[config.mk]
export PLATFORM = sky130hd
export DESIGN_NAME = hut_uart
export DESIGN_NICKNAME = d
export VERILOG_FILES = /design/src/common/hut_pkg.sv /design/src/verilog/hut_uart.sv
export SDC_FILE = /design/constraint.sdc
export NUM_CORES = 1
export LEC_CHECK = 0
export BUFFER_PORTS_ARGS = -buffer_cell sky130_fd_sc_hd__buf_2
export CORE_MARGIN = 4
export CORE_UTILIZATION = 35
export CTS_CLUSTER_SIZE = 28
export DETAILED_ROUTE_END_ITERATION = 12
export PLACE_DENSITY = 0.51
export SKIP_LAST_GASP = 1
export SYNTH_ARGS = -nofsm -noshare
export SYNTH_HDL_FRONTEND = slang
export SYNTH_SLANG_ARGS = --single-unit
[constraint.sdc]
create_clock -name clk_i -period 3.6 [get_ports clk_i]
set_clock_uncertainty 0.05 [all_clocks]
set_input_delay 0.36 -clock clk_i [delete_from_list [all_inputs] [get_ports clk_i]]
set_output_delay 0.36 -clock clk_i [all_outputs]
set_load 0.05 [all_outputs]
[src/common/hut_pkg.sv]
// Constants and types shared by the host-link UART transport.
// Assumes a 100 MHz system clock and a 32-bit Avalon-MM register port.
package hut_pkg;

  // Clock and bit timing
  localparam int unsigned CLK_HZ = 100_000_000;
  localparam int unsigned BAUD_DEFAULT_BPS = 115_200;
  localparam int unsigned BAUD_MAX_BPS = 4_000_000;
  localparam logic [15:0] DIV_DEFAULT = 16'(CLK_HZ / BAUD_DEFAULT_BPS);
  localparam logic [15:0] DIV_MIN = 16'(CLK_HZ / BAUD_MAX_BPS);
  localparam logic [19:0] IDLE_BITS = 20'h0000a;

  // Frame shape
  localparam int unsigned DATA_BITS = 8;
  localparam logic [3:0] LAST_BIT_PLAIN = 4'h9;
  localparam logic [3:0] LAST_BIT_PARITY = 4'ha;
  localparam logic [2:0] LAST_DATA_BIT = 3'h7;

  // Receive buffer and flow control threshold (a quarter of the depth kept as headroom)
  localparam int unsigned FIFO_DEPTH = 64;
  localparam int unsigned PTR_W = 6;
  localparam logic [6:0] FIFO_FULL = 7'h40;
  localparam logic [6:0] RTS_LEVEL = 7'h30;

  // Register byte offsets
  localparam logic [4:0] OFS_DATA = 5'h00;
  localparam logic [4:0] OFS_STATUS = 5'h04;
  localparam logic [4:0] OFS_BAUD = 5'h08;
  localparam logic [4:0] OFS_CTRL = 5'h0c;

  // Sticky status flags, write one to clear
  localparam int unsigned FLAG_W = 7;
  localparam int unsigned FL_BREAK = 0;
  localparam int unsigned FL_IDLE = 1;
  localparam int unsigned FL_FRAMING = 2;
  localparam int unsigned FL_OVERFLOW = 3;
  localparam int unsigned FL_PARITY = 4;
  localparam int unsigned FL_RX_UNDER = 5;
  localparam int unsigned FL_TX_UNDER = 6;
  // Live status bits
  localparam int unsigned ST_RX_NONEMPTY = 8;
  localparam int unsigned ST_TX_HOLD = 9;
  localparam int unsigned ST_TX_BUSY = 10;
  localparam int unsigned ST_RTS = 11;
  localparam int unsigned ST_CTS = 12;
  localparam int unsigned ST_BAUD_PEND = 13;
  localparam int unsigned ST_COUNT_LSB = 16;
  // Control bits
  localparam int unsigned CT_PAR_EN = 0;
  localparam int unsigned CT_PAR_ODD = 1;
  localparam int unsigned CT_TX_BURST = 2;

  typedef enum logic [1:0] {TX_IDLE, TX_SEND} hut_tx_type;
  typedef enum logic [2:0] {RX_IDLE, RX_START, RX_DATA, RX_PAR, RX_STOP, RX_BRK} hut_rx_type;

endpackage : hut_pkg

[src/verilog/hut_uart.sv]
// HCI UART transport: four-wire UART with hardware flow control and
// software register access over Avalon-MM with waitrequest.
// Assumes pins are asynchronous to clk_i and the bus master holds requests.
`timescale 1ns/100ps
`default_nettype none

module hut_uart
  import hut_pkg::*;
(
  input wire logic clk_i, // System clock, 100 MHz
  input wire logic resetn_i, // Asynchronous reset, active low
  input wire logic [4:0] avs_address_i, // Byte address
  input wire logic avs_read_i, // Read request
  input wire logic avs_write_i, // Write request
  input wire logic [3:0] avs_byteenable_i, // Write byte lanes
  input wire logic [31:0] avs_writedata_i, // Write data
  output logic [31:0] avs_readdata_o, // Read data, registered
  output logic avs_waitrequest_o, // Stall, combinational
  input wire logic uart_rxd_i, // Serial data from host
  output logic uart_txd_o, // Serial data to host, registered
  input wire logic transport_clear_to_send_in_i, // High asks us to stop sending
  output logic uart_rts_o // High asks host to stop, registered
);

  typedef struct packed {
    logic rxd_s1;
    logic rxd_s2;
    logic cts_s1;
    logic cts_s2;
    logic ack;
    logic [31:0] rdata;
    logic [15:0] div;
    logic [15:0] div_pend;
    logic div_arm;
    logic par_en;
    logic par_odd;
    logic tx_burst;
    hut_tx_type tx_st;
    logic [15:0] tx_cnt;
    logic [3:0] tx_bit;
    logic [10:0] tx_sh;
    logic txd;
    logic [7:0] tx_hold;
    logic tx_hold_v;
    hut_rx_type rx_st;
    logic [15:0] rx_cnt;
    logic [2:0] rx_bit;
    logic [7:0] rx_sh;
    logic rx_perr;
    logic [19:0] idle_cnt;
    logic idle_arm;
    logic [FIFO_DEPTH-1:0][7:0] mem;
    logic [PTR_W-1:0] wr_ptr;
    logic [PTR_W-1:0] rd_ptr;
    logic [6:0] count;
    logic [FLAG_W-1:0] flags;
    logic rts;
  } hut_state_type;

  hut_state_type s_r;
  hut_state_type s_nxt;

  // Parity of a data byte, odd or even sense
  function automatic logic hut_parity(input logic [7:0] d, input logic odd);
    hut_parity = (^d) ^ odd;
  endfunction : hut_parity

  // Merge write data into a register under the byte enables
  function automatic logic [31:0] hut_merge(input logic [31:0] old, input logic [31:0] wd,
                                            input logic [3:0] be);
    logic [31:0] m;
    m = {{8{be[3]}}, {8{be[2]}}, {8{be[1]}}, {8{be[0]}}};
    hut_merge = (old & ~m) | (wd & m);
  endfunction : hut_merge

  // Bus handshake: data writes wait while the holding register is full
  logic req;
  logic wr_blocked;
  assign req = avs_read_i | avs_write_i;
  assign wr_blocked = avs_write_i && (avs_address_i == OFS_DATA) && s_r.tx_hold_v;
  assign avs_waitrequest_o = req & ~s_r.ack;

  // Next-state logic for the whole transport
  always_comb begin
    logic [FLAG_W-1:0] fset;
    logic [FLAG_W-1:0] fclr;
    logic push;
    logic pop;
    logic done_bus;
    logic [31:0] merged;
    logic [31:0] stat;
    logic [10:0] frame;
    fset = '0;
    fclr = '0;
    push = 1'b0;
    pop = 1'b0;
    done_bus = req & s_r.ack;
    merged = '0;
    frame = '0;
    stat = '0;
    s_nxt = s_r;

    // Two-stage synchronisers on the asynchronous pins
    s_nxt.rxd_s1 = uart_rxd_i;
    s_nxt.rxd_s2 = s_r.rxd_s1;
    s_nxt.cts_s1 = transport_clear_to_send_in_i;
    s_nxt.cts_s2 = s_r.cts_s1;

    // Status word as software sees it
    stat[FLAG_W-1:0] = s_r.flags;
    stat[ST_RX_NONEMPTY] = (s_r.count != '0);
    stat[ST_TX_HOLD] = s_r.tx_hold_v;
    stat[ST_TX_BUSY] = (s_r.tx_st == TX_SEND);
    stat[ST_RTS] = s_r.rts;
    stat[ST_CTS] = s_r.cts_s2;
    stat[ST_BAUD_PEND] = s_r.div_arm;
    stat[ST_COUNT_LSB +: 7] = s_r.count;

    // Acknowledge one cycle after the request is seen; read data is captured then
    s_nxt.ack = req & ~s_r.ack & ~wr_blocked;
    if (req && !s_r.ack && avs_read_i) begin
      unique case (avs_address_i)
        OFS_DATA: s_nxt.rdata = (s_r.count != '0) ? {24'h000000, s_r.mem[s_r.rd_ptr]} : '0;
        OFS_STATUS: s_nxt.rdata = stat;
        OFS_BAUD: s_nxt.rdata = {16'h0000, s_r.div};
        OFS_CTRL: s_nxt.rdata = {29'h0, s_r.tx_burst, s_r.par_odd, s_r.par_en};
        default: s_nxt.rdata = '0; // Unmapped reads return zero
      endcase
    end

    // Side effects take place on the edge that completes the access
    if (done_bus && avs_read_i && avs_address_i == OFS_DATA) begin
      if (s_r.count != '0) begin
        pop = 1'b1;
      end else begin
        fset[FL_RX_UNDER] = 1'b1;
      end
    end
    if (done_bus && avs_write_i) begin
      unique case (avs_address_i)
        OFS_DATA: begin
          if (avs_byteenable_i[0]) begin
            s_nxt.tx_hold = avs_writedata_i[7:0];
            s_nxt.tx_hold_v = 1'b1;
          end
        end
        OFS_STATUS: begin
          merged = hut_merge('0, avs_writedata_i, avs_byteenable_i);
          fclr = merged[FLAG_W-1:0];
        end
        OFS_BAUD: begin
          // Rate from the vendor_specific command; held until the reply has gone out
          merged = hut_merge({16'h0000, s_r.div_pend}, avs_writedata_i, avs_byteenable_i);
          s_nxt.div_pend = (merged[15:0] < DIV_MIN) ? DIV_MIN : merged[15:0];
          s_nxt.div_arm = 1'b1;
        end
        OFS_CTRL: begin
          merged = hut_merge({29'h0, s_r.tx_burst, s_r.par_odd, s_r.par_en},
                             avs_writedata_i, avs_byteenable_i);
          s_nxt.par_en = merged[CT_PAR_EN];
          s_nxt.par_odd = merged[CT_PAR_ODD];
          s_nxt.tx_burst = merged[CT_TX_BURST];
        end
        default: ; // Unmapped writes are dropped
      endcase
    end

    // Transmitter: a byte starts only on a byte boundary with clear-to-send low
    unique case (s_r.tx_st)
      TX_IDLE: begin
        s_nxt.txd = 1'b1;
        if (s_r.tx_hold_v && !s_r.cts_s2) begin
          frame = {1'b1, s_r.par_en ? hut_parity(s_r.tx_hold, s_r.par_odd) : 1'b1,
                   s_r.tx_hold, 1'b0};
          s_nxt.txd = frame[0];
          s_nxt.tx_sh = {1'b1, frame[10:1]};
          s_nxt.tx_bit = '0;
          s_nxt.tx_cnt = s_r.div - 16'h0001;
          s_nxt.tx_hold_v = 1'b0;
          s_nxt.tx_st = TX_SEND;
        end
      end
      TX_SEND: begin
        // Clear-to-send is not looked at here, so a started byte always completes
        if (s_r.tx_cnt != '0) begin
          s_nxt.tx_cnt = s_r.tx_cnt - 16'h0001;
        end else if (s_r.tx_bit == (s_r.par_en ? LAST_BIT_PARITY : LAST_BIT_PLAIN)) begin
          s_nxt.txd = 1'b1;
          s_nxt.tx_st = TX_IDLE;
          if (s_r.tx_burst && !s_r.tx_hold_v) begin
            fset[FL_TX_UNDER] = 1'b1;
          end
          // Switch rate only at the end of a byte, and only when the holding register is empty
          if (s_r.div_arm && !s_r.tx_hold_v) begin
            s_nxt.div = s_r.div_pend;
            s_nxt.div_arm = 1'b0;
          end
        end else begin
          s_nxt.txd = s_r.tx_sh[0];
          s_nxt.tx_sh = {1'b1, s_r.tx_sh[10:1]};
          s_nxt.tx_bit = s_r.tx_bit + 4'h1;
          s_nxt.tx_cnt = s_r.div - 16'h0001;
        end
      end
      default: s_nxt.tx_st = TX_IDLE;
    endcase

    // Receiver: start edge, then mid-bit sampling timed from that edge alone
    unique case (s_r.rx_st)
      RX_IDLE: begin
        if (!s_r.rxd_s2) begin
          s_nxt.rx_st = RX_START;
          s_nxt.rx_cnt = s_r.div >> 1;
        end
      end
      RX_START: begin
        if (s_r.rx_cnt != '0) begin
          s_nxt.rx_cnt = s_r.rx_cnt - 16'h0001;
        end else if (!s_r.rxd_s2) begin
          s_nxt.rx_st = RX_DATA;
          s_nxt.rx_bit = '0;
          s_nxt.rx_perr = 1'b0;
          s_nxt.rx_cnt = s_r.div - 16'h0001;
        end else begin
          s_nxt.rx_st = RX_IDLE; // Glitch shorter than half a bit
        end
      end
      RX_DATA: begin
        if (s_r.rx_cnt != '0) begin
          s_nxt.rx_cnt = s_r.rx_cnt - 16'h0001;
        end else begin
          s_nxt.rx_sh = {s_r.rxd_s2, s_r.rx_sh[DATA_BITS-1:1]};
          s_nxt.rx_bit = s_r.rx_bit + 3'h1;
          s_nxt.rx_cnt = s_r.div - 16'h0001;
          if (s_r.rx_bit == LAST_DATA_BIT) begin
            s_nxt.rx_st = s_r.par_en ? RX_PAR : RX_STOP;
          end
        end
      end
      RX_PAR: begin
        if (s_r.rx_cnt != '0) begin
          s_nxt.rx_cnt = s_r.rx_cnt - 16'h0001;
        end else begin
          s_nxt.rx_perr = (s_r.rxd_s2 != hut_parity(s_r.rx_sh, s_r.par_odd));
          s_nxt.rx_cnt = s_r.div - 16'h0001;
          s_nxt.rx_st = RX_STOP;
        end
      end
      RX_STOP: begin
        if (s_r.rx_cnt != '0) begin
          s_nxt.rx_cnt = s_r.rx_cnt - 16'h0001;
        end else if (!s_r.rxd_s2) begin
          // Bad stop bit: the byte is dropped; an all-zero frame with no parity error is a break
          fset[FL_FRAMING] = 1'b1;
          fset[FL_BREAK] = (s_r.rx_sh == '0) && !s_r.rx_perr;
          s_nxt.rx_st = RX_BRK;
        end else begin
          fset[FL_PARITY] = s_r.rx_perr;
          s_nxt.idle_arm = 1'b1;
          s_nxt.rx_st = RX_IDLE;
          if (s_r.count == FIFO_FULL) begin
            fset[FL_OVERFLOW] = 1'b1;
          end else begin
            push = 1'b1;
          end
        end
      end
      RX_BRK: begin
        // Wait for the line to return high before hunting for a start bit
        if (s_r.rxd_s2) begin
          s_nxt.rx_st = RX_IDLE;
        end
      end
      default: s_nxt.rx_st = RX_IDLE;
    endcase

    // Idle line: ten bit times of mark after a received byte
    if (s_r.rx_st == RX_IDLE && s_r.rxd_s2 && s_r.idle_arm) begin
      s_nxt.idle_cnt = s_r.idle_cnt + 20'h00001;
      if (s_r.idle_cnt == 20'({4'h0, s_r.div} * IDLE_BITS)) begin
        fset[FL_IDLE] = 1'b1;
        s_nxt.idle_arm = 1'b0;
        s_nxt.idle_cnt = '0;
      end
    end else begin
      s_nxt.idle_cnt = '0;
    end

    // Receive buffer: 64 entries, so 16 bytes of headroom above the threshold
    if (push) begin
      s_nxt.mem[s_r.wr_ptr] = s_r.rx_sh;
      s_nxt.wr_ptr = s_r.wr_ptr + 1'b1;
    end
    if (pop) begin
      s_nxt.rd_ptr = s_r.rd_ptr + 1'b1;
    end
    s_nxt.count = s_r.count + {6'h00, push} - {6'h00, pop};

    // Request-to-send follows the fill level on every byte
    s_nxt.rts = (s_nxt.count >= RTS_LEVEL);

    // A hardware event in the clearing cycle survives the clear
    s_nxt.flags = (s_r.flags & ~fclr) | fset;
  end

  // State register; reset gives the default rate and frame format
  always_ff @(posedge clk_i or negedge resetn_i) begin
    if (!resetn_i) begin
      s_r <= '0;
      s_r.rxd_s1 <= 1'b1;
      s_r.rxd_s2 <= 1'b1;
      s_r.div <= DIV_DEFAULT;
      s_r.div_pend <= DIV_DEFAULT;
      s_r.txd <= 1'b1;
      s_r.tx_sh <= '1;
      s_r.tx_st <= TX_IDLE;
      s_r.rx_st <= RX_IDLE;
    end else begin
      s_r <= s_nxt;
    end
  end

  // Outputs come straight from state flip-flops
  assign avs_readdata_o = s_r.rdata;
  assign uart_txd_o = s_r.txd;
  assign uart_rts_o = s_r.rts;

endmodule : hut_uart
`default_nettype wire

Word-level counts from Yosys, hierarchy flattened
Index checks and enable logic that the tools add are counted.

cells by class
  multiply operators = 1
  multiplexer cells = 84
  add/subtract/negate cells = 10
  shifts and indexed selects = 0
  div/mod/pow operators = 0
  reductions and logical operators = 45
  order comparisons = 5
  equality and inequality tests = 29
  bitwise gates (word level) = 19

operator list
  cell                                                number
  bitwise mux 512 bit                                 1
  two-way mux 16 bit                                  6
  one-hot mux 23 bit (4 select lines)                 1
  one-hot mux 16 bit (4 select lines)                 1
  one-hot mux 32 bit (2 select lines)                 1
  binary-select mux 8 bit (select 6 bit)              1
  demux 8 bit (select 6 bit)                          1
  subtractor 16 x 1 -> 16 bit, second input constant  3
  two-way mux 1 bit                                   38
  two-way mux 19 bit                                  2
  two-way mux 3 bit                                   12
  two-way mux 34 bit                                  1
  AND 16 bit                                          2
  nonzero test 16 bit                                 2
  two-way mux 31 bit                                  1
  two-way mux 8 bit                                   3
  inequality test 2 bit, second input constant        12
  two-way mux 21 bit                                  1
  adder 20 x 1 -> 20 bit, second input constant       1
  equality test 20 bit                                1
  two-way mux 20 bit                                  1
  AND reduction 4 bit                                 5
  multiplier 16 x 3 -> 19 bit, second input constant  1
  one-hot mux 3 bit (6 select lines)                  1
  other kinds (52)                                    94

word-level totals
  bits in read-only memories = 0
  memories = 0
  bits in writable memories = 0
  word-level logic and storage cells = 288
  bits in latches = 0
  output and inout bits = 35
  register bits after elaboration = 707
  bits of input ports = 47

Longest topological paths before layout
Gate-level depths: netlist (run 1).

  word-level depth = 9
  mapped depth = 17
  gate-level depth less buffers = 16

Worst setup path before layout (run 1)
OpenSTA, ideal clock, no wires.

  kind = reg-to-reg
  from = reg s_r[10] (netlist name)
  to = reg s_r, in the netlist uart_rts_o
  path buffers = 1
  clock period less this slack = 3.450 ns
  stages on the path, launching flop included = 18
  setup slack = 0.150 ns
  arrival time = 3.282 ns
  required time = 3.432 ns
  path through = dfrtp_1 inv_1 ha_1 nor4bb_1 nor2b_1 nor2_1 and3_1 clkbuf_1 ha_1 inv_1 ha_1 fa_1 a21oi_1 o21bai_1 a21oi_1 o21bai_1 xnor2_1 a21o_1

RTL lines
  what                    line             RTL
  start, declared         hut_uart.sv:60   hut_state_type s_r;
  start signal, assigned  hut_uart.sv:319  s_r <= s_nxt;

Worst setup path after layout (run 1)
  from = reg s_r[15] (netlist name)
  to = reg s_r, in the netlist avs_readdata_o[7]

on the way
  cells in the longest elaborated chain, start to end = 4

ends and longest elaborated chain
  what                                     line             RTL
  binary-select mux 8 bit (select 6 bit)   hut_uart.sv:123  OFS_DATA: s_nxt.rdata = (s_r.count != '0) ? {24'h000000, s_r.mem[s_r.rd_ptr]} : '0;
  two-way mux 8 bit (not written as such)  hut_uart.sv:123
  two-way mux 8 bit                        hut_uart.sv:123
  one-hot mux 23 bit (4 select lines)      hut_uart.sv:122  unique case (avs_address_i)

Every way passes these cells. The select of a mux whose other input is x is not followed.
A chain may end at the register's enable or synchronous reset.

==> results of run 1 <==
==> cells in the mapped netlist (all sizes together), types with 14 or more instances <==
cell / number
a221oi: 30
ha: 52
o22ai: 29
buf: 81
mux2i: 122
dfstp: 24
clkbuf: 157
xnor2: 45
nor3: 98
nor2: 131
xor2: 39
or3: 18
o21ai: 244
nor4: 22
nand3: 36
nand2b: 15
dfrtp: 673
mux2: 427
a2111oi: 14
nand2: 253
a21oi: 77
mux4: 80
a211oi: 27
inv: 42
==> metrics by stage <==
| step | hold slack (ns) | setup WS (ns) | area, sq um | instances |
|---|---|---|---|---|
| after global routing | 0.0210 | -0.0215 | 39800 | 4334 |
| after floorplan | 0.0144 | 0.150 | 34700 | 2926 |
| final | 0.0479 | 0.152 | 39800 | 4334 |
| after detailed placement | 0.286 | 0.0283 | 36800 | 4173 |
| after global placement | 0.283 | 0.0162 | 36800 | 4173 |
| after CTS | 0.00135 | 0.0139 | 39800 | 4334 |
==> sequential cells by signal, indices dropped and copies added, names as in the netlist <==
signal,cells
uart_rts_o,1
avs_readdata_o,23
s_r,670
s_nxt,2
uart_txd_o,1
==> area by class of cell <==
cell class | count | area [sq um] | area share (%)
inverter | 43 | 161 | 0.406
clock buffer | 114 | 2370 | 5.96
tap | 1287 | 1610 | 4.05
sequential | 697 | 17500 | 44.0
clock inverter | 31 | 422 | 1.06
timing repair buffer | 214 | 1700 | 4.26
multi-input combinational | 1948 | 16000 | 40.3
==> metal layers <==
layer  vias up  routed length [microns]  share of wire [%]  GRT usage [%]
met5         -                        0                  0              0
met4         0                     2430                2.4           5.08
met3       147                     4600                4.6           2.75
met2       565                    47800                 47           32.0
met1     12383                    45900                 46           27.1
li1      10719                        -                  -              -
==> worst max-delay path: cells and delay by family, from the launching register on <==
kind | cells | cell delay (ns)
AND/OR/NAND/NOR | 1 | 0.09
buffers and inverters | 3 | 0.75
multiplexers | 1 | 0.56
flip-flops | 1 | 0.81
AO/OA/AOI/OAI | 3 | 1.04
==> cells by family after synthesis <==
kind of cell               synth area share [%]
DFF                                        50.4
and+or+nand+nor                            9.76
muxes                                      22.6
AOI/OAI and AO/OA                          9.53
buffers and inverters                      3.59
xor gates and xnor gates                   2.12
adders and majority gates                  1.99
other                                    0.0108
==> timing repair <==
action / CTS / global route
hold buffers: 16 / 0
endpoints found under the hold margin: 81 / 0
setup endpoints to repair: 0 / 25
resized for setup: 0 / 8
==> worst paths after layout <==
| check | endpoint | slack (ns) | cells after the start |
|---|---|---|---|
| setup / recovery | avs_readdata_o[7]$_DFFE_PN0P_ | 0.15 | 8 |
| hold / removal | s_r[639]$_DFFE_PN0P_ | 0.05 | 3 |
| setup reg to reg | avs_readdata_o[7]$_DFFE_PN0P_ | 0.15 | 8 |
| hold reg to reg | s_r[703]$_DFF_PN0_ | 0.30 | 0 |
| max in group asynchronous | s_r[177]$_DFFE_PN0P_ | 2.06 | 3 |
| min in group asynchronous | s_r[535]$_DFFE_PN0P_ | 0.26 | 2 |
==> where the power goes <==
part / switching (W) / internal, W / leakage (nW) / total [W]
clock: 0.00340 / 0.00512 / 1.38 / 0.00852
sequential: 0.000430 / 0.00824 / 9.52 / 0.00867
combinational: 0.00230 / 0.00135 / 7.05 / 0.00365
total: 0.00613 / 0.0147 / 17.9 / 0.0208
==> results by group, run 1 <==
Outcome
  – Status: completed

Critical path
  – Kind of critical path: reg2reg
  – Crit Path Max Fanout: 22
  – Critical path endpoint category: flip-flop
  – CP dominant cell by count: buf_4
  – Worst path max stage delay: ~0.8 ns
  – Worst-path cell chain: buf_12 -> buf_4 -> mux4_2 -> a2111oi_1 -> buf_4 -> o31ai_1 -> o21ai_0 -> nand2_1
  – Cell at the slowest stage of the critical path: dfrtp_4
  – CP Data Arrival Time: 3.91 ns
  – Worst endpoint required time: 4.06 ns
  – R2R Path Start: s_r[15]$_DFFE_PN0P_
  – CP Launch Type: flip-flop
  – Setup crit start: s_r[15]$_DFFE_PN0P_

GRT
  – Vias in the first global route: 24795
  – First-pass GRT wire length: 156 mm
  – Pin count of the biggest net entering global routing: about 130
  – Initial antenna violation count: 2
  – Tot GR Track Use: about a fifth
  – GRT overflow: 0

Synth
  – Synth Instances: 2918
  – Yosys top cell by area: dfrtp_1
  – Yosys warning total: 0
  – Ys flop type: dfrtp_1
  – Syn_area_per_cell: 11.9 sq um
  – Share of the synthesized area in the top cell type: between 40% and 50%
  – Synth area leaders: dfrtp_1 (49%), mux2_2 (14%), mux4_2 (5.2%)
  – Synth Register Bits: roughly 700
  – Register area share after synthesis: a little over 50%
  – Netlist Area Pre-Place: about 35000 sq um
  – Cell variety after synth: slightly below 80
  – Number of flops mapped to enable cells by yosys: 0
  – Ys async rst share: 100%

Worst hold path
  – Hold WC Path Type: in2reg
  – HP Start: avs_writedata_i[1]

Timing
  – Slew Limit Headroom: between 10% and 20%
  – RSZ-0062 raised after global routing: true
  – Max Clk Rate: approximately 290 MHz
  – Min cycle time layout: approximately 3.4 ns
  – Final setup viols: 0
  – Final Hold Viols: 0
  – TNS Setup: 0 ns
  – Slew Viols, Final: 0
  – Worst-Margin Slew: approximately 1.3 ns
  – Tcrit/Tclk final: a little over nine tenths

Floorplanning
  – Rows: 115
  – Die height: 323 microns
  – DIE AREA: 104000 sq um
  – Core ar.: 98300 sq um
  – Initial core utilization: between 30% and 40%
  – Die width: between 300 and 400 microns
  – I/O pins: 82

Clock tree
  – CTS H-tree depth: 3
  – Post-CTS setup buffer count: 0
  – Number of CTS-inserted buffers: 80
  – Skew-Pair Late Insertion Delay: around 0.64 ns
  – CTS root buf: clkbuf_16
  – CTS tree: built
  – Clock slew seen by the registers of the worst setup and hold paths: around 0.060 ns
  – Clk sinks: approximately 700
  – Maximum clock path buffer count: 3

Placed design
  – GP Congestion: 0.887
  – Port Buf Inserts: 54
  – Final HPWL DP: approximately 67 mm

Routing
  – Drt via density: roughly 5.5
  – Vias: ~24000
  – DRC: 0
  – Final ANT Viol Nets: 0
  – Post-DR wirelength/cell: between 20 and 25 microns
  – Detailed Route WL: a little over 100 mm
  – First-pass iteration count of the detailed router: 5
  – Initial drt markers: between 1500 and 2000

Final layout
  – Final cell utilization of the core: about 40%
  – Final-layout fill cell count: between 9000 and 10000
  – Nets: approximately 3100
  – N_diodes: 0
  – Most frequent cells in the layout: dfrtp_1 (663), mux2_2 (427), nand2_1 (252), o21ai_0 (230), buf_4 (130)
  – Synthesis-to-finish area growth: 14.8%
  – Layout cell share with drive strength beyond 1: 31.0%
  – Most common cell after layout, fill and taps aside: dfrtp_1

Power
  – PD cells: 524 nW/um^2
  – Total design power: 0.0208 W
  – Pleak: 17.9 nW
  – IR drop worst, VDD: about 0.00028 V

Flow run
  – Max-cap viol count: 0
Note: power is estimated with default switching activity, not from simulation.
==> inputs of run 2 (changes only) <==
- CORE_UTILIZATION: 35 -> 30
- PLACE_DENSITY: 0.51 -> 0.46
==> results by group, run 2 (synthesized netlist as in run 1, its figures left out) <==
Outcome
  – Status: completed

Routing
  – Final ANT Viol Nets: 0 (unchanged)
  – Detailed Route WL: 103 mm (+1.8%)
  – First-pass iteration count of the detailed router: 5 (unchanged)
  – Post-DR wirelength/cell: 22.4 microns (-3.8%)
  – Drt via density: 5.20 (-5.3%)
  – DRC: 0 (unchanged)
  – Vias: 23856 (+0.18%)
  – Initial drt markers: 1566 (-6.2%)

Timing
  – Worst-Margin Slew: 1.17 ns (-0.0973 ns)
  – Slew Viols, Final: 0 (unchanged)
  – Slew Limit Headroom: 21.9% (+6.5 points)
  – Hold slack: 0.0890 ns (+0.0410 ns)
  – Max Clk Rate: 281 MHz (-3.0%)
  – Tcrit/Tclk final: 98.7% (+2.9 points)
  – Min cycle time layout: 3.55 ns (+0.105 ns)
  – RSZ-0062 raised after global routing: true
  – Setup WS post-layout: 0.0467 ns (-0.105 ns)
  – Final Hold Viols: 0 (unchanged)
  – Final setup viols: 0 (unchanged)

Floorplanning
  – Rows: 124 (+7.8%)
  – DIE AREA: 121000 sq um (+16%)
  – Core ar.: 115000 sq um (+17%)
  – I/O pins: 82 (unchanged)
  – Die height: 348 microns (+7.8%)
  – Die width: 348 microns (+7.8%)
  – Initial core utilization: 30.3% (-5.0 points)

Final layout
  – Most common cell after layout, fill and taps aside: dfrtp_1
  – Largest Register: s_r
  – Layout cell share with drive strength beyond 1: 31.2% (+0.13 points)
  – Final std cells w/o fill: 4585 (+5.8%)
  – Most frequent cells in the layout: dfrtp_1 (663), mux2_2 (427), nand2_1 (252), o21ai_0 (230), buf_4 (140)
  – Synthesis-to-finish area growth: 16.4%
  – Nets: 3105 (+0.65%)
  – Final cell utilization of the core: 35.2% (-5.2 points)
  – Number of flip-flops in the largest register: 670 (unchanged)

Critical path
  – Cell family with most CP delay: compound AO/OA/AOI/OAI gates
  – Cell at the slowest stage of the critical path: dfrtp_4
  – Critical path endpoint category: flip-flop
  – CP dominant cell by count: buf_4
  – Worst path max stage delay: 0.82 ns (about the same)
  – Crit Path Max Fanout: 29 (+32%)
  – Buf+Inv Stages, Crit Path: 2 (-1)
  – Worst-path cell chain: buf_4 -> mux4_2 -> mux2i_1 -> nor2_1 -> a2111oi_0 -> buf_4 -> a211oi_1 -> o21ai_0 -> nand2_1
  – Worst endpoint required time: 4.09 ns (+0.03 ns)
  – CP Launch Type: flip-flop
  – Kind of critical path: reg2reg
  – CP Data Arrival Time: 4.04 ns (+0.13 ns)

Power
  – Pleak: 18.1 nW (+0.66%)
  – PD cells: 524 nW/um^2 (about the same)
  – IR drop worst, VDD: 0.000410 V (+48%)
  – Total design power: 0.0211 W (+1.4%)

Placed design
  – Placed Instances: 4411 (+5.7%)
  – Final HPWL DP: 68.6 mm (+2.5%)
  – GP Congestion: 0.796 (-10%)
  – Setup WS pre-CTS: -0.0590 ns (-0.0873 ns)
  – Port Buf Inserts: 54 (unchanged)

Clock tree
  – Skew-Pair Late Insertion Delay: 0.67 ns (+0.03 ns)
  – Number of CTS-inserted buffers: 82 (+2.5%)
  – CTS H-tree depth: 3 (unchanged)
  – CTS tree: built
  – CTS root buf: clkbuf_16
  – Maximum clock path buffer count: 3 (unchanged)
  – Post-CTS setup buffer count: 0 (unchanged)
  – Clk sinks: 697 (unchanged)
  – Clock slew seen by the registers of the worst setup and hold paths: 0.06 ns (about the same)

GRT
  – GRT overflow: 0 (unchanged)
  – Tot GR Track Use: 17.0% (-2.4 points)
  – Pin count of the biggest net entering global routing: 98 (-26%)
  – Initial antenna violation count: 2 (unchanged)
  – First-pass GRT wire length: 159 mm (+2.1%)
  – Vias in the first global route: 25047 (+1.0%)

Flow run
  – Max-cap viol count: 0 (unchanged)

Worst hold path
  – Hold WC Path Type: in2reg
## run 2: changes by cell type in the layout (fill, tap and decap cells not counted), sizes merged, moves of 3 or more
cell / previous run / this run
buf: 198 / 211
clkinv: 19 / 22
diode: 0 / 3
dlygate4sd3: 16 / 21
## run 2: routing by layer
metal / routed length [microns] / global-route usage (%) / share of wire [%]
met1: 48800 / 24.4 / 48
met2: 47500 / 27.1 / 46
met3: 4450 / 2.90 / 4.3
met4: 1830 / 3.89 / 1.8
met5: 0 / 0 / 0
## run 2: power by group
part           switching [W]  internal (W)  leakage [nW]  total [W]
combinational        0.00232       0.00139          7.15    0.00371
clock                0.00353       0.00523          1.40    0.00876
sequential          0.000425       0.00824          9.52    0.00866
total                0.00627        0.0149          18.1     0.0211
## run 2: timing repair
item	CTS	global route
gates resized for setup	1	9
endpoints found under the setup margin	1	25
hold buffers	21	0
endpoints found under the hold margin	98	0
## run 2: path summary, 6_finish.rpt
| kind | start | to | slack [ns] | cells past startpoint |
|---|---|---|---|---|
| max | s_r[16]$_DFFE_PN0P_ | avs_readdata_o[7]$_DFFE_PN0P_ | 0.05 | 9 |
| min | avs_byteenable_i[0] | s_r[640]$_DFFE_PN1P_ | 0.09 | 3 |
| max reg2reg | s_r[16]$_DFFE_PN0P_ | avs_readdata_o[7]$_DFFE_PN0P_ | 0.05 | 9 |
| min reg2reg | s_nxt[703]$_DFF_PN0_ | s_r[703]$_DFF_PN0_ | 0.31 | 0 |
| max in group asynchronous | resetn_i | s_r[616]$_DFFE_PN0P_ | 2.16 | 3 |
| min in group asynchronous | resetn_i | s_r[514]$_DFFE_PN0P_ | 0.22 | 2 |
## run 2: stage by stage
step	TNS (ns)	cell area, sq um
6_report	0	40400
2_1_floorplan	0	34700
4_1_cts	0	40300
3_5_place_dp	-0.0590	37200
3_3_place_gp	-0.0918	37200
5_1_grt	-0.0434	40300
## run 2: tightest hold or removal path, cell delays in order
cell     delay (ns)
buf_2          0.14
nand2_1        0.18
o22ai_1        0.11
## run 2: area by class of cell
cell class	count	area, sq um
Fill cell	11122	74100
Tap cell	1512	1890
Multi-Input combinational cell	1948	16000
Antenna cell	3	7.51
Clock buffer	116	2340
Clock inverter	34	541
Timing Repair Buffer	232	1880
Inverter	43	161
Sequential cell	697	17500
